--- src/srcap_pkg.sv ---
// Package with register map, field layout and shared types of the SYSREF capture block.
package srcap_pkg;

  // ----------------------------------------------------------------
  // Register indices and byte addresses
  // ----------------------------------------------------------------
  localparam int ADDR_W = 12;
  localparam logic [ADDR_W-1:0] IDX_CFG = 12'h120;
  localparam logic [ADDR_W-1:0] IDX_IGN = 12'h121;
  localparam logic [ADDR_W-1:0] IDX_SKEW = 12'h122;
  localparam logic [ADDR_W-1:0] IDX_TSD = 12'h123;
  localparam logic [ADDR_W-1:0] IDX_FLAGS = 12'h128;
  localparam logic [ADDR_W-1:0] IDX_COUNT = 12'h12A;
  localparam logic [ADDR_W-1:0] IDX_IRQ_STAT = 12'h130;
  localparam logic [ADDR_W-1:0] IDX_IRQ_MASK = 12'h131;
  localparam logic [ADDR_W-1:0] ADDR_CFG = IDX_CFG << 2;
  localparam logic [ADDR_W-1:0] ADDR_IGN = IDX_IGN << 2;
  localparam logic [ADDR_W-1:0] ADDR_SKEW = IDX_SKEW << 2;
  localparam logic [ADDR_W-1:0] ADDR_TSD = IDX_TSD << 2;
  localparam logic [ADDR_W-1:0] ADDR_FLAGS = IDX_FLAGS << 2;
  localparam logic [ADDR_W-1:0] ADDR_COUNT = IDX_COUNT << 2;
  localparam logic [ADDR_W-1:0] ADDR_IRQ_STAT = IDX_IRQ_STAT << 2;
  localparam logic [ADDR_W-1:0] ADDR_IRQ_MASK = IDX_IRQ_MASK << 2;

  // ----------------------------------------------------------------
  // Field positions and reset values
  // ----------------------------------------------------------------
  localparam int CFG_FLAG_RST_BIT = 6;
  localparam int CFG_TRANS_BIT = 4;
  localparam int CFG_EDGE_BIT = 3;
  localparam int CFG_MODE_LSB = 1;
  localparam int IGN_LSB = 0;
  localparam int SKEW_NEG_LSB = 2;
  localparam int SKEW_POS_LSB = 0;
  localparam int TSD_LSB = 0;
  localparam int FLAG_SETUP_BIT = 0;
  localparam int FLAG_HOLD_BIT = 4;
  localparam int IRQ_CAPT_BIT = 0;
  localparam int IRQ_SETUP_BIT = 1;
  localparam int IRQ_HOLD_BIT = 2;
  localparam int IRQ_W = 3;
  localparam logic [7:0] CFG_RST = 8'h00;
  localparam logic [3:0] IGN_RST = 4'h0;
  localparam logic [1:0] SKEW_RST = 2'h0;
  localparam logic [6:0] TSD_RST = 7'h00;
  localparam logic [7:0] COUNT_RST = 8'h00;
  localparam logic [IRQ_W-1:0] IRQ_RST = 3'h0;

  // ----------------------------------------------------------------
  // Modes, states and carriers
  // ----------------------------------------------------------------
  localparam logic [1:0] MODE_OFF = 2'h0;
  localparam logic [1:0] MODE_CONT = 2'h1;
  localparam logic [1:0] MODE_NSHOT = 2'h2;
  localparam int FRAME_LEN_DEF = 16;
  localparam int DLY_DEPTH_DEF = 128;

  typedef enum logic [2:0] {
    NS_IDLE = 3'b001,
    NS_ARMED = 3'b010,
    NS_DONE = 3'b100
  } srcap_nshot_t;

  typedef struct packed {
    logic flag_rst;
    logic trans_sel;
    logic edge_sel;
    logic [1:0] mode;
  } srcap_cfg_t;

  typedef struct packed {
    logic [1:0] neg;
    logic [1:0] pos;
  } srcap_skew_t;

endpackage

--- src/srcap_ctrl.sv ---
// SYSREF capture control: APB registers, capture modes, skew check and timestamp.
//
// Notes on behaviour
// RL1: While flag reset is one, setup and hold error flags stay cleared.
// RL2: Transition select zero accepts rising SYSREF, one accepts falling SYSREF.
// RL3: Software disables capture mode before changing the transition polarity.
// RL4: Edge select zero samples on rising clock edge, one on falling.
// RL5: Mode 0 disabled, 1 continuous, 2 N-shot capture.
// RL6: N-shot skips the ignore count of valid transitions, then acts.
// RL7: Negative window, 0 to 3 clocks early, tolerated without flagging.
// RL8: Positive window, 0 to 3 clocks late, tolerated without flagging.
// RL9: A window of zero tolerates no skew in that direction.
// RL10: Timestamp delayed by 0 to 127 sample clocks, reset zero.
// RL11: Eight-bit capture counter increments, wraps, cleared by flag reset.
// RL12: Software reads the capture count only while capture is disabled.
// RL13: After an N-shot acts, ignore transitions until disabled and re-armed.
//
// Local design decision: the APB interface to the registers.
`timescale 1ns/1ps
module srcap_ctrl
  import srcap_pkg::*;
#(
  parameter int FRAME_LEN = FRAME_LEN_DEF,
  parameter int DLY_DEPTH = DLY_DEPTH_DEF
)
(
  // APB slave.
  input wire logic pclk,
  input wire logic presetn,
  input wire logic psel,
  input wire logic penable,
  input wire logic pwrite,
  input wire logic [ADDR_W-1:0] paddr,
  input wire logic [31:0] pwdata,
  output logic [31:0] prdata,
  output logic pready,
  output logic pslverr,
  // Reference input.
  input wire logic sysref_in,
  // Capture results.
  output logic capture_pulse,
  output logic stamp_pulse,
  output logic [$clog2(FRAME_LEN)-1:0] frame_phase,
  // Interrupt.
  output logic irq
);

  localparam int PH_W = $clog2(FRAME_LEN);
  localparam int TAP_W = $clog2(DLY_DEPTH);

  if (FRAME_LEN < 8 || (FRAME_LEN & (FRAME_LEN - 1)) != 0) begin : g_chk_frame
    $error("FRAME_LEN must be a power of two of at least 8");
  end
  if (DLY_DEPTH < 128) begin : g_chk_dly
    $error("DLY_DEPTH must cover delays up to 127");
  end

  // ----------------------------------------------------------------
  // Declarations
  // ----------------------------------------------------------------
  srcap_cfg_t cfg_r;
  srcap_skew_t skew_r;
  logic [3:0] ign_r;
  logic [6:0] tsd_r;
  logic setup_flag_r;
  logic hold_flag_r;
  logic [7:0] count_r;
  logic [IRQ_W-1:0] irq_stat_r;
  logic [IRQ_W-1:0] irq_mask_r;
  logic [31:0] prdata_r;
  srcap_nshot_t ns_r;
  srcap_nshot_t ns_nxt;
  logic [3:0] skip_r;
  logic [PH_W-1:0] ph_r;
  logic capt_r;
  logic valid_pulse;
  logic capture;
  logic setup_err;
  logic hold_err;
  logic misaligned;
  logic [PH_W:0] late_dist;
  logic [PH_W:0] early_dist;
  logic wr_en;
  logic [31:0] rd_data;
  logic hit;
  logic [IRQ_W-1:0] irq_evt;

  // ----------------------------------------------------------------
  // APB access
  // ----------------------------------------------------------------
  // Zero wait states.
  assign pready = 1'b1;
  assign wr_en = psel & penable & pwrite & hit;
  assign pslverr = psel & penable & ~hit;

  // Read decode; reserved bits read as zero.
  always_comb begin
    rd_data = 32'h0000_0000;
    hit = 1'b1;
    case (paddr)
      ADDR_CFG: begin
        rd_data[CFG_FLAG_RST_BIT] = cfg_r.flag_rst;
        rd_data[CFG_TRANS_BIT] = cfg_r.trans_sel;
        rd_data[CFG_EDGE_BIT] = cfg_r.edge_sel;
        rd_data[CFG_MODE_LSB +: 2] = cfg_r.mode;
      end
      ADDR_IGN: rd_data[IGN_LSB +: 4] = ign_r;
      ADDR_SKEW: begin
        rd_data[SKEW_NEG_LSB +: 2] = skew_r.neg;
        rd_data[SKEW_POS_LSB +: 2] = skew_r.pos;
      end
      ADDR_TSD: rd_data[TSD_LSB +: 7] = tsd_r;
      ADDR_FLAGS: begin
        rd_data[FLAG_SETUP_BIT] = setup_flag_r;
        rd_data[FLAG_HOLD_BIT] = hold_flag_r;
      end
      ADDR_COUNT: rd_data[7:0] = count_r;
      ADDR_IRQ_STAT: rd_data[IRQ_W-1:0] = irq_stat_r;
      ADDR_IRQ_MASK: rd_data[IRQ_W-1:0] = irq_mask_r;
      default: hit = 1'b0;
    endcase
  end

  // Read data is taken in the setup cycle, so prdata is a flop.
  always_ff @(posedge pclk or negedge presetn) begin
    if (!presetn) begin
      prdata_r <= 32'h0000_0000;
    end else if (psel && !penable && !pwrite) begin
      prdata_r <= rd_data;
    end
  end
  assign prdata = prdata_r;

  // Control registers.
  always_ff @(posedge pclk or negedge presetn) begin
    if (!presetn) begin
      cfg_r <= '{flag_rst: CFG_RST[CFG_FLAG_RST_BIT], trans_sel: CFG_RST[CFG_TRANS_BIT],
                 edge_sel: CFG_RST[CFG_EDGE_BIT], mode: CFG_RST[CFG_MODE_LSB +: 2]};
      ign_r <= IGN_RST;
      skew_r <= '{neg: SKEW_RST, pos: SKEW_RST};
      tsd_r <= TSD_RST; // RL10
      irq_mask_r <= IRQ_RST;
    end else if (wr_en) begin
      case (paddr)
        ADDR_CFG: begin
          cfg_r.flag_rst <= pwdata[CFG_FLAG_RST_BIT];
          cfg_r.trans_sel <= pwdata[CFG_TRANS_BIT];
          cfg_r.edge_sel <= pwdata[CFG_EDGE_BIT];
          cfg_r.mode <= pwdata[CFG_MODE_LSB +: 2];
        end
        ADDR_IGN: ign_r <= pwdata[IGN_LSB +: 4];
        ADDR_SKEW: begin
          skew_r.neg <= pwdata[SKEW_NEG_LSB +: 2];
          skew_r.pos <= pwdata[SKEW_POS_LSB +: 2];
        end
        ADDR_TSD: tsd_r <= pwdata[TSD_LSB +: 7];
        ADDR_IRQ_MASK: irq_mask_r <= pwdata[IRQ_W-1:0];
        default: ;
      endcase
    end
  end

  // ----------------------------------------------------------------
  // Transition detect
  // ----------------------------------------------------------------
  // Polarity changed while enabled may give one spurious pulse;
  // software disables capture first, so no guard is spent.
  srcap_edge_detect u_edge (
    .pclk(pclk),
    .presetn(presetn),
    .sysref_in(sysref_in),
    .edge_sel(cfg_r.edge_sel),
    .trans_sel(cfg_r.trans_sel), // RL3
    .valid_pulse(valid_pulse)
  );

  // ----------------------------------------------------------------
  // Capture mode and N-shot sequence
  // ----------------------------------------------------------------
  // N-shot state: armed on entry to the mode, done after one action.
  always_comb begin
    ns_nxt = ns_r;
    case (ns_r)
      NS_IDLE: if (cfg_r.mode == MODE_NSHOT) ns_nxt = NS_ARMED;
      NS_ARMED: begin
        if (cfg_r.mode != MODE_NSHOT) begin
          ns_nxt = NS_IDLE;
        end else if (valid_pulse && skip_r == 4'h0) begin
          ns_nxt = NS_DONE;
        end
      end
      NS_DONE: if (cfg_r.mode == MODE_OFF) ns_nxt = NS_IDLE; // RL13
      default: ns_nxt = NS_IDLE;
    endcase
  end

  always_ff @(posedge pclk or negedge presetn) begin
    if (!presetn) begin
      ns_r <= NS_IDLE;
    end else begin
      ns_r <= ns_nxt;
    end
  end

  // Skip count loads while idle and counts down when armed.
  always_ff @(posedge pclk or negedge presetn) begin
    if (!presetn) begin
      skip_r <= IGN_RST;
    end else if (ns_r == NS_IDLE) begin
      skip_r <= ign_r;
    end else if (ns_r == NS_ARMED && valid_pulse && skip_r != 4'h0) begin
      skip_r <= skip_r - 4'h1; // RL6
    end
  end

  // Mode gating of valid transitions.
  always_comb begin
    case (cfg_r.mode) // RL5
      MODE_CONT: capture = valid_pulse;
      MODE_NSHOT: capture = valid_pulse && ns_r == NS_ARMED && skip_r == 4'h0; // RL6
      default: capture = 1'b0;
    endcase
  end

  // ----------------------------------------------------------------
  // Skew window check against the local frame phase
  // ----------------------------------------------------------------
  // SYSREF is expected at phase zero; late distance is the phase,
  // early distance the rest of the frame.
  assign late_dist = {1'b0, ph_r};
  assign early_dist = (PH_W + 1)'(FRAME_LEN) - {1'b0, ph_r};
  assign misaligned = capture && ph_r != '0; // RL9
  always_comb begin
    setup_err = 1'b0;
    hold_err = 1'b0;
    if (misaligned && late_dist > {{(PH_W - 1){1'b0}}, skew_r.pos} // RL8
        && early_dist > {{(PH_W - 1){1'b0}}, skew_r.neg}) begin // RL7
      if (ph_r[PH_W-1]) begin
        setup_err = 1'b1;
      end else begin
        hold_err = 1'b1;
      end
    end
  end

  // Phase counter realigns only on a capture outside the windows.
  always_ff @(posedge pclk or negedge presetn) begin
    if (!presetn) begin
      ph_r <= '0;
    end else if (setup_err || hold_err) begin
      ph_r <= PH_W'(1);
    end else begin
      ph_r <= ph_r + PH_W'(1);
    end
  end
  assign frame_phase = ph_r;

  // Sticky error flags, held clear during flag reset.
  always_ff @(posedge pclk or negedge presetn) begin
    if (!presetn) begin
      setup_flag_r <= 1'b0;
      hold_flag_r <= 1'b0;
    end else if (cfg_r.flag_rst) begin
      setup_flag_r <= 1'b0; // RL1
      hold_flag_r <= 1'b0; // RL1
    end else begin
      setup_flag_r <= setup_flag_r | setup_err;
      hold_flag_r <= hold_flag_r | hold_err;
    end
  end

  // Capture counter; stable to read only while capture is off.
  always_ff @(posedge pclk or negedge presetn) begin
    if (!presetn) begin
      count_r <= COUNT_RST;
    end else if (cfg_r.flag_rst) begin
      count_r <= COUNT_RST; // RL11
    end else if (capture) begin
      count_r <= count_r + 8'h01; // RL11
    end
  end

  // ----------------------------------------------------------------
  // Capture pulse and timestamp
  // ----------------------------------------------------------------
  always_ff @(posedge pclk or negedge presetn) begin
    if (!presetn) begin
      capt_r <= 1'b0;
    end else begin
      capt_r <= capture;
    end
  end
  assign capture_pulse = capt_r;

  // Timestamp delay counts from the capture cycle.
  srcap_delay_line #(
    .DEPTH(DLY_DEPTH)
  ) u_delay (
    .pclk(pclk),
    .presetn(presetn),
    .pulse_in(capture),
    .tap(TAP_W'(tsd_r)), // RL10
    .pulse_out(stamp_pulse)
  );

  // ----------------------------------------------------------------
  // Interrupts
  // ----------------------------------------------------------------
  assign irq_evt = {hold_err, setup_err, capture};

  // Write one to clear; a same-cycle event wins over the clear.
  always_ff @(posedge pclk or negedge presetn) begin
    if (!presetn) begin
      irq_stat_r <= IRQ_RST;
    end else if (wr_en && paddr == ADDR_IRQ_STAT) begin
      irq_stat_r <= (irq_stat_r & ~pwdata[IRQ_W-1:0]) | irq_evt;
    end else begin
      irq_stat_r <= irq_stat_r | irq_evt;
    end
  end

  assign irq = |(irq_stat_r & irq_mask_r);

endmodule

--- src/srcap_edge_detect.sv ---
// Samples SYSREF on the selected clock edge and flags valid transitions.
`timescale 1ns/1ps
module srcap_edge_detect
  import srcap_pkg::*;
(
  // Clock and reset.
  input wire logic pclk,
  input wire logic presetn,
  // Reference input and selection.
  input wire logic sysref_in,
  input wire logic edge_sel,
  input wire logic trans_sel,
  // One-cycle pulse per valid transition.
  output logic valid_pulse
);

  logic rise_smp_r;
  logic fall_smp_r;
  logic fall_ret_r;
  logic prev_r;
  logic pulse_r;
  logic cur;

  // ----------------------------------------------------------------
  // Edge samplers
  // ----------------------------------------------------------------
  // Rising edge sampler.
  always_ff @(posedge pclk or negedge presetn) begin
    if (!presetn) begin
      rise_smp_r <= 1'b0;
    end else begin
      rise_smp_r <= sysref_in;
    end
  end

  // Falling edge sampler, retimed below to one clock edge.
  always_ff @(negedge pclk or negedge presetn) begin
    if (!presetn) begin
      fall_smp_r <= 1'b0;
    end else begin
      fall_smp_r <= sysref_in;
    end
  end

  // Retime the falling sample onto the rising edge.
  always_ff @(posedge pclk or negedge presetn) begin
    if (!presetn) begin
      fall_ret_r <= 1'b0;
    end else begin
      fall_ret_r <= fall_smp_r;
    end
  end

  assign cur = edge_sel ? fall_ret_r : rise_smp_r; // RL4

  // ----------------------------------------------------------------
  // Transition detect
  // ----------------------------------------------------------------
  // Polarity decides whether low-to-high or high-to-low counts.
  always_ff @(posedge pclk or negedge presetn) begin
    if (!presetn) begin
      prev_r <= 1'b0;
      pulse_r <= 1'b0;
    end else begin
      prev_r <= cur;
      pulse_r <= trans_sel ? (prev_r & ~cur) : (~prev_r & cur); // RL2
    end
  end

  assign valid_pulse = pulse_r;

endmodule

--- src/srcap_delay_line.sv ---
// Programmable pulse delay line used for the timestamp.
`timescale 1ns/1ps
module srcap_delay_line
  import srcap_pkg::*;
#(
  parameter int DEPTH = DLY_DEPTH_DEF
)
(
  // Clock and reset.
  input wire logic pclk,
  input wire logic presetn,
  // Pulse in and selected tap.
  input wire logic pulse_in,
  input wire logic [$clog2(DEPTH)-1:0] tap,
  // Delayed pulse, registered.
  output logic pulse_out
);

  logic [DEPTH-1:0] sh_r;
  logic out_r;

  if (DEPTH < 2) begin : g_chk
    $error("srcap_delay_line needs DEPTH of at least 2");
  end

  // Shift register; tap 0 is the input itself.
  always_ff @(posedge pclk or negedge presetn) begin
    if (!presetn) begin
      sh_r <= '0;
    end else begin
      sh_r <= {sh_r[DEPTH-2:0], pulse_in};
    end
  end

  // Registered so the tap mux never glitches outward.
  always_ff @(posedge pclk or negedge presetn) begin
    if (!presetn) begin
      out_r <= 1'b0;
    end else if (tap == '0) begin
      out_r <= pulse_in;
    end else begin
      out_r <= sh_r[tap-1'b1];
    end
  end

  assign pulse_out = out_r;

endmodule

--- config.mk ---
export PLATFORM = sky130hd
export DESIGN_NAME = srcap_ctrl
export DESIGN_NICKNAME = d
export VERILOG_FILES = /design/src/srcap_pkg.sv /design/src/srcap_ctrl.sv /design/src/srcap_edge_detect.sv /design/src/srcap_delay_line.sv
export SDC_FILE = /design/constraint.sdc
export NUM_CORES = 1
export LEC_CHECK = 0
export ABC_AREA = 1
export ABC_CLOCK_PERIOD_IN_PS = 2400
export BUFFER_PORTS_ARGS = -buffer_cell sky130_fd_sc_hd__buf_2
export CAP_MARGIN = 20
export CORE_ASPECT_RATIO = 1.25
export CORE_UTILIZATION = 40
export DETAILED_ROUTE_END_ITERATION = 8
export GPL_TIMING_DRIVEN = 0
export MAX_ROUTING_LAYER = met4
export SLEW_MARGIN = 20
export SYNTH_ARGS = -nofsm -noshare
export SYNTH_HDL_FRONTEND = slang
export SYNTH_SLANG_ARGS = --single-unit
--- constraint.sdc ---
create_clock -name pclk -period 2.4 [get_ports pclk]
set_input_delay 0.72 -clock pclk [delete_from_list [all_inputs] [get_ports pclk]]
set_output_delay 0.72 -clock pclk [all_outputs]
set_load 0.03 [all_outputs]
Word level (Yosys, flattened, before mapping)
Cells that the tools add are included.

Bits in latches: 0. ROM bits: 0. Logic and storage cells: 125. Output and inout bits: 41. Memories: 0. Bits in writable memories: 0. Flip-flop bits (word level): 190. Input port bits: 50.

Add/sub/neg operators: 5. Eq/ne operators: 17. Mux-type cells: 31. Reductions and logical operators: 28. Div/mod/pow operators: 0. Bitwise gates (word level): 16. Order comparisons: 3. Multipliers: 0. Shift operators: 0.

Operators by type and width (number): 12-bit by 11-bit equality test with 1-bit output (second input constant) (8); 8-bit 2-to-1 mux (2); 3-bit 2-to-1 mux (5); 2-bit case mux with 7 select lines (1); 1-bit 2-to-1 mux (12); 4-bit 2-to-1 mux (3); 1-bit logical AND (10); 2-bit AND reduction (5); 3-bit case mux with 3 select lines (1); 8-bit by 1-bit adder with 8-bit output (second input constant) (1); 7-bit by 8-bit < comparator with 1-bit output (second input constant) (1); 4-bit nonzero test (2); 8-bit OR reduction (1); 1-bit binary-select mux with 7-bit select (1); 7-bit logical NOT (1); 1-bit case mux with 7 select lines (1); 7-bit by 1-bit subtractor with 7-bit output (second input constant) (1); 1-bit bitwise AND (6); 3-bit bitwise AND (2); 2-bit inequality test (second input constant) (3); 3-bit OR (2); 5-bit by 2-bit greater-than comparator with 1-bit output (1); 1-bit case mux with 5 select lines (1); 5-bit by 4-bit subtractor with 5-bit output (first input constant) (1); 22 further kinds (28).

Logic depth before layout (Yosys ltp)
Word-level depth: 10. Gate-level depth with buffers: 17. Depth with buffers taken out: 13.

Hierarchy
Synthesis repeated with hierarchy kept, for this count alone.

Cells, all modules: 968. Area, all modules: 8579.5 um2.

Modules (own cells, without submodules): srcap_delay_line (times used 1, seq. area each 3228.1 um2, area each 4946.0 um2, cells an instance 517); srcap_ctrl (times used 1, seq. area each 1402.6 um2, area each 3467.1 um2, cells an instance 436); srcap_edge_detect (times used 1, seq. area each 125.1 um2, area each 166.4 um2, cells an instance 15).

==> results by group <==
Route
  – Via count: 6254
  – Wire length per cell: between 15 and 20 µm
  – Via density: 4.86
  – Drt initial violations: 407
  – First-pass DRT Iterations: 4
  – Final WL: 19800 µm
  – # DRC: 0
  – Antenna viol nets, final: 0

Yosys
  – Most frequent cell after synthesis: nand2_1
  – Area leader, netlist: dfrtp_1
  – Post-Syn Area: slightly above 8000 µm²
  – Gate Count Post-Synth: 906
  – Distinct cells, synth: 45
  – Yosys Warn Count: 0
  – Avg Synthesized Cell Area: 9.05 µm²
  – Most frequent cells after synthesis: 229 x nand2_1, 187 x dfrtp_1, 116 x inv_1
  – Share of synthesized flip-flops with an asynchronous set or reset: 1.00
  – Main synth FF type: dfrtp_1
  – Yosys top cell area share: 0.571
  – Post-synthesis sequential area ratio: 0.577
  – Area contributors post-synth: dfrtp_1 57%, nand2_1 10%, nand3_1 6.2%
  – EDFF count, synth: 0
  – Register bit total from synthesis: 189

Power
  – Pwr Total: ~6.4 mW
  – Pwr Density: 646 nW/µm²
  – Register share of total power: 0.497
  – Int Power: 5.01 mW
  – Leakage power: 5.05 nW
  – VDD IR max: 490 µV
  – Clock share of power: 0.460
  – Logic pwr share: 0.043
  – Psw: 1.43 mW
  – Sw Share: 0.222

Setup path
  – CP delay by family, top: buffers and inverters
  – Max incr delay on CP: 0.15 ns
  – Crit path max fanout: 3
  – Slowest CP cell: inv_1
  – Critical path data required time: approximately 1.7 ns
  – Worst Path Arrival: 1.73 ns
  – Crit. End Element: output pin
  – CP startpoint kind: input port
  – WS Path Type: in2out
  – Cell breakdown of the critical path: buf_2 -> inv_2 -> nand4_1 -> inv_1 -> nand3_2 -> nand2_1 -> inv_1 -> nand3_2 -> nor2_4 -> buf_6
  – Worst reg-to-reg setup slack: 0.15 ns
  – R2R Path Start: tsd_r[0]$_DFFE_PN0P_
  – Crit. Startpoint: paddr[6]
  – Bufs and invs on worst path: 5

Die
  – Height of the die: 162 µm
  – Chip width: 130 µm
  – Placeable Area: 20100 µm²
  – Ports: 91
  – Die area: 21100 µm²
  – Initial core utilization: 0.408
  – # rows: 58

STA
  – Relative max-transition margin: 0.588
  – Max Freq: 408 MHz
  – Final number of setup-violating endpoints: 1
  – RSZ-0062 raised after global routing: true
  – Min Clock Period, post-route: ~2.5 ns
  – Clk_skew: around 0.025 ns
  – Final worst slack: -0.0502 ns
  – Final worst-path cycle share: 1.02
  – Fin. Hold Viols: 0
  – Slew Limit Fails: 0
  – Slew @ Worst Pin: 0.615 ns

Cells and area
  – Area grow syn2layout: 21.6%
  – Layout cells sized above 1: 0.193
  – Util after Layout: 0.496
  – Fillcell total: 1890
  – Area occupied by multi-input gates: between 3000 and 4000 µm²
  – N_diodes: 0
  – Register area: about 4700 µm²
  – Final #Nets: 1069

GRT
  – Vias in the first global route: 6043
  – Initial antenna violation count: 0
  – Overall Global Routing Usage: 0.210
  – Global-route wire length before repair: between 30000 and 40000 µm
  – Largest net degree at the start of global routing: a little under 80
  – Total gr overflow: 0

Clock network
  – H-tree levels: 4
  – Clk_lat worst skew: approximately 0.43 ns
  – CTS Root Cell: clkbuf_16
  – Clock Sinks: 189
  – CTS tree: yes
  – CTS Hold Buffers Added: 0
  – Clk buf depth: 2
  – Reg clk slew, reported paths: 0.06 ns
  – Cts bufs inserted: 17

Placed design
  – DP HPWL: 13500 µm
  – PortBufs: 40
  – GPL Wtd Cong: about 0.86

Status
  – Status: complete, but fails checks
  – Failing checks: setup timing

Flow run
  – Max_cap viols: 0

Worst hold path
  – HP Class: in2async
area by class of cell:
class                   instances  area share
inverters                     117      0.0471
well taps                     270      0.0339
flip-flops and latches        189       0.475
clock inverters                11      0.0154
multi-input cells             574       0.305
plain buffers                  48      0.0350
repair inverters                1    0.000377
clock buffers                  20      0.0468
repair buffers                 57      0.0423
path summary, 6_finish.rpt:
path,cells past startpoint,to
worst max register to register,13,u_delay.pulse_out$_DFF_PN0_
max in group asynchronous,2,u_edge.fall_smp_r$_DFF_NN0_
worst min-delay path,1,u_delay.sh_r[113]$_DFF_PN0_
min in group pclk,0,u_delay.sh_r[48]$_DFF_PN0_
worst min register to register,0,u_delay.sh_r[48]$_DFF_PN0_
worst max-delay path,10,pslverr
per-layer routing:
layer	global-route usage	share of wire	vias to the layer above
met5	-	0	-
met4	0.107	0.040	0
met3	0.0296	0.036	50
met2	0.328	0.49	174
met1	0.266	0.44	2999
li1	-	-	3031
power by group through the flow:
stage               clock network, mW  logic (mW)  registers (mW)
floorplan                           0       0.117            3.27
CTS                              3.02       0.263            3.20
global route                     3.14       0.309            3.20
finish                           2.96       0.279            3.20
global placement                    0       0.230            3.26
detailed placement                  0       0.246            3.26
what timing repair did:
action                     CTS  global route
setup buffers               10             5
gates cloned                 1             0
setup endpoints to repair    2             4
pin swaps                   12            17
resized for setup           48            49
layout by cell type (no fill, tap or decap), types with 4 or more instances in the layout:
cell       synthesis  layout
nand3_2            4       9
o22ai_1           10      10
xor2_1             7       6
inv_2              1       5
buf_4             26      43
nand3_1          101      91
inv_6              0       5
buf_2             12      42
nor2_4             0       6
nor3_1             4       4
inv_4              0       7
o21ai_0           59      59
nand2_1          229     226
buf_6              2       8
o21ai_2            7       7
inv_1            116     104
nand3_4            0       5
clkbuf_8           0       4
nor2_1            69      61
clkbuf_16          0      17
a21oi_1           11      11
nand2_4            1       4
ha_1              14      12
conb_1             2      25
dfrtp_1          187     187
worst reg2reg max path, cell delays in order (launching register included):
cell and delay [ns]:
dfrtp_1 0.32, clkbuf_2 0.14, inv_2 0.06, buf_12 0.16, ha_4 0.21, xnor2_4 0.31, buf_4 0.28, nand3_1 0.12
nand3_1 0.13, nand3_1 0.10, nand3_1 0.08, nand3_1 0.06, nand3_1 0.09, nand2_1 0.08
through the flow:
stage / TNS (ns) / worst slack [ns] / instances / hold slack, ns / instance area, µm²
3_3_place_gp: -461.00 / -3.49 / 1239 / 0.351 / 8830
3_5_place_dp: -1.12 / -0.615 / 1241 / 0.357 / 8890
5_1_grt: -0.121 / -0.121 / 1287 / 0.226 / 9970
6_report: -0.0502 / -0.0502 / 1287 / 0.203 / 9970
2_1_floorplan: 0 / 0.00278 / 929 / 0.349 / 8290
4_1_cts: -0.139 / -0.135 / 1282 / 0.204 / 9750
logic make-up (layout without fill, tap and decap cells):
kind of cell / Yosys count / after routing / share of synthesized area
AND/OR/NAND/NOR: 422 / 422 / 0.222
flip-flops: 189 / 189 / 0.577
buffers and inverters: 166 / 254 / 0.0918
AO/OA/AOI/OAI: 101 / 101 / 0.0713
adder cells (fa/ha/maj): 14 / 14 / 0.0214
XOR/XNOR: 11 / 11 / 0.0145
other: 2 / 25 / 0.000916
multiplexers: 1 / 1 / 0.00137
state kept, by name (all words and copies together) (netlist names), 4 cells and up:
signal	count
tsd_r	7
u_delay.sh_r	128
cfg_r	5
skew_r	4
prdata	8
ign_r	4
frame_phase	4
skip_r	4
count_r	8
No activity file was read; power rests on OpenSTA's default activity.
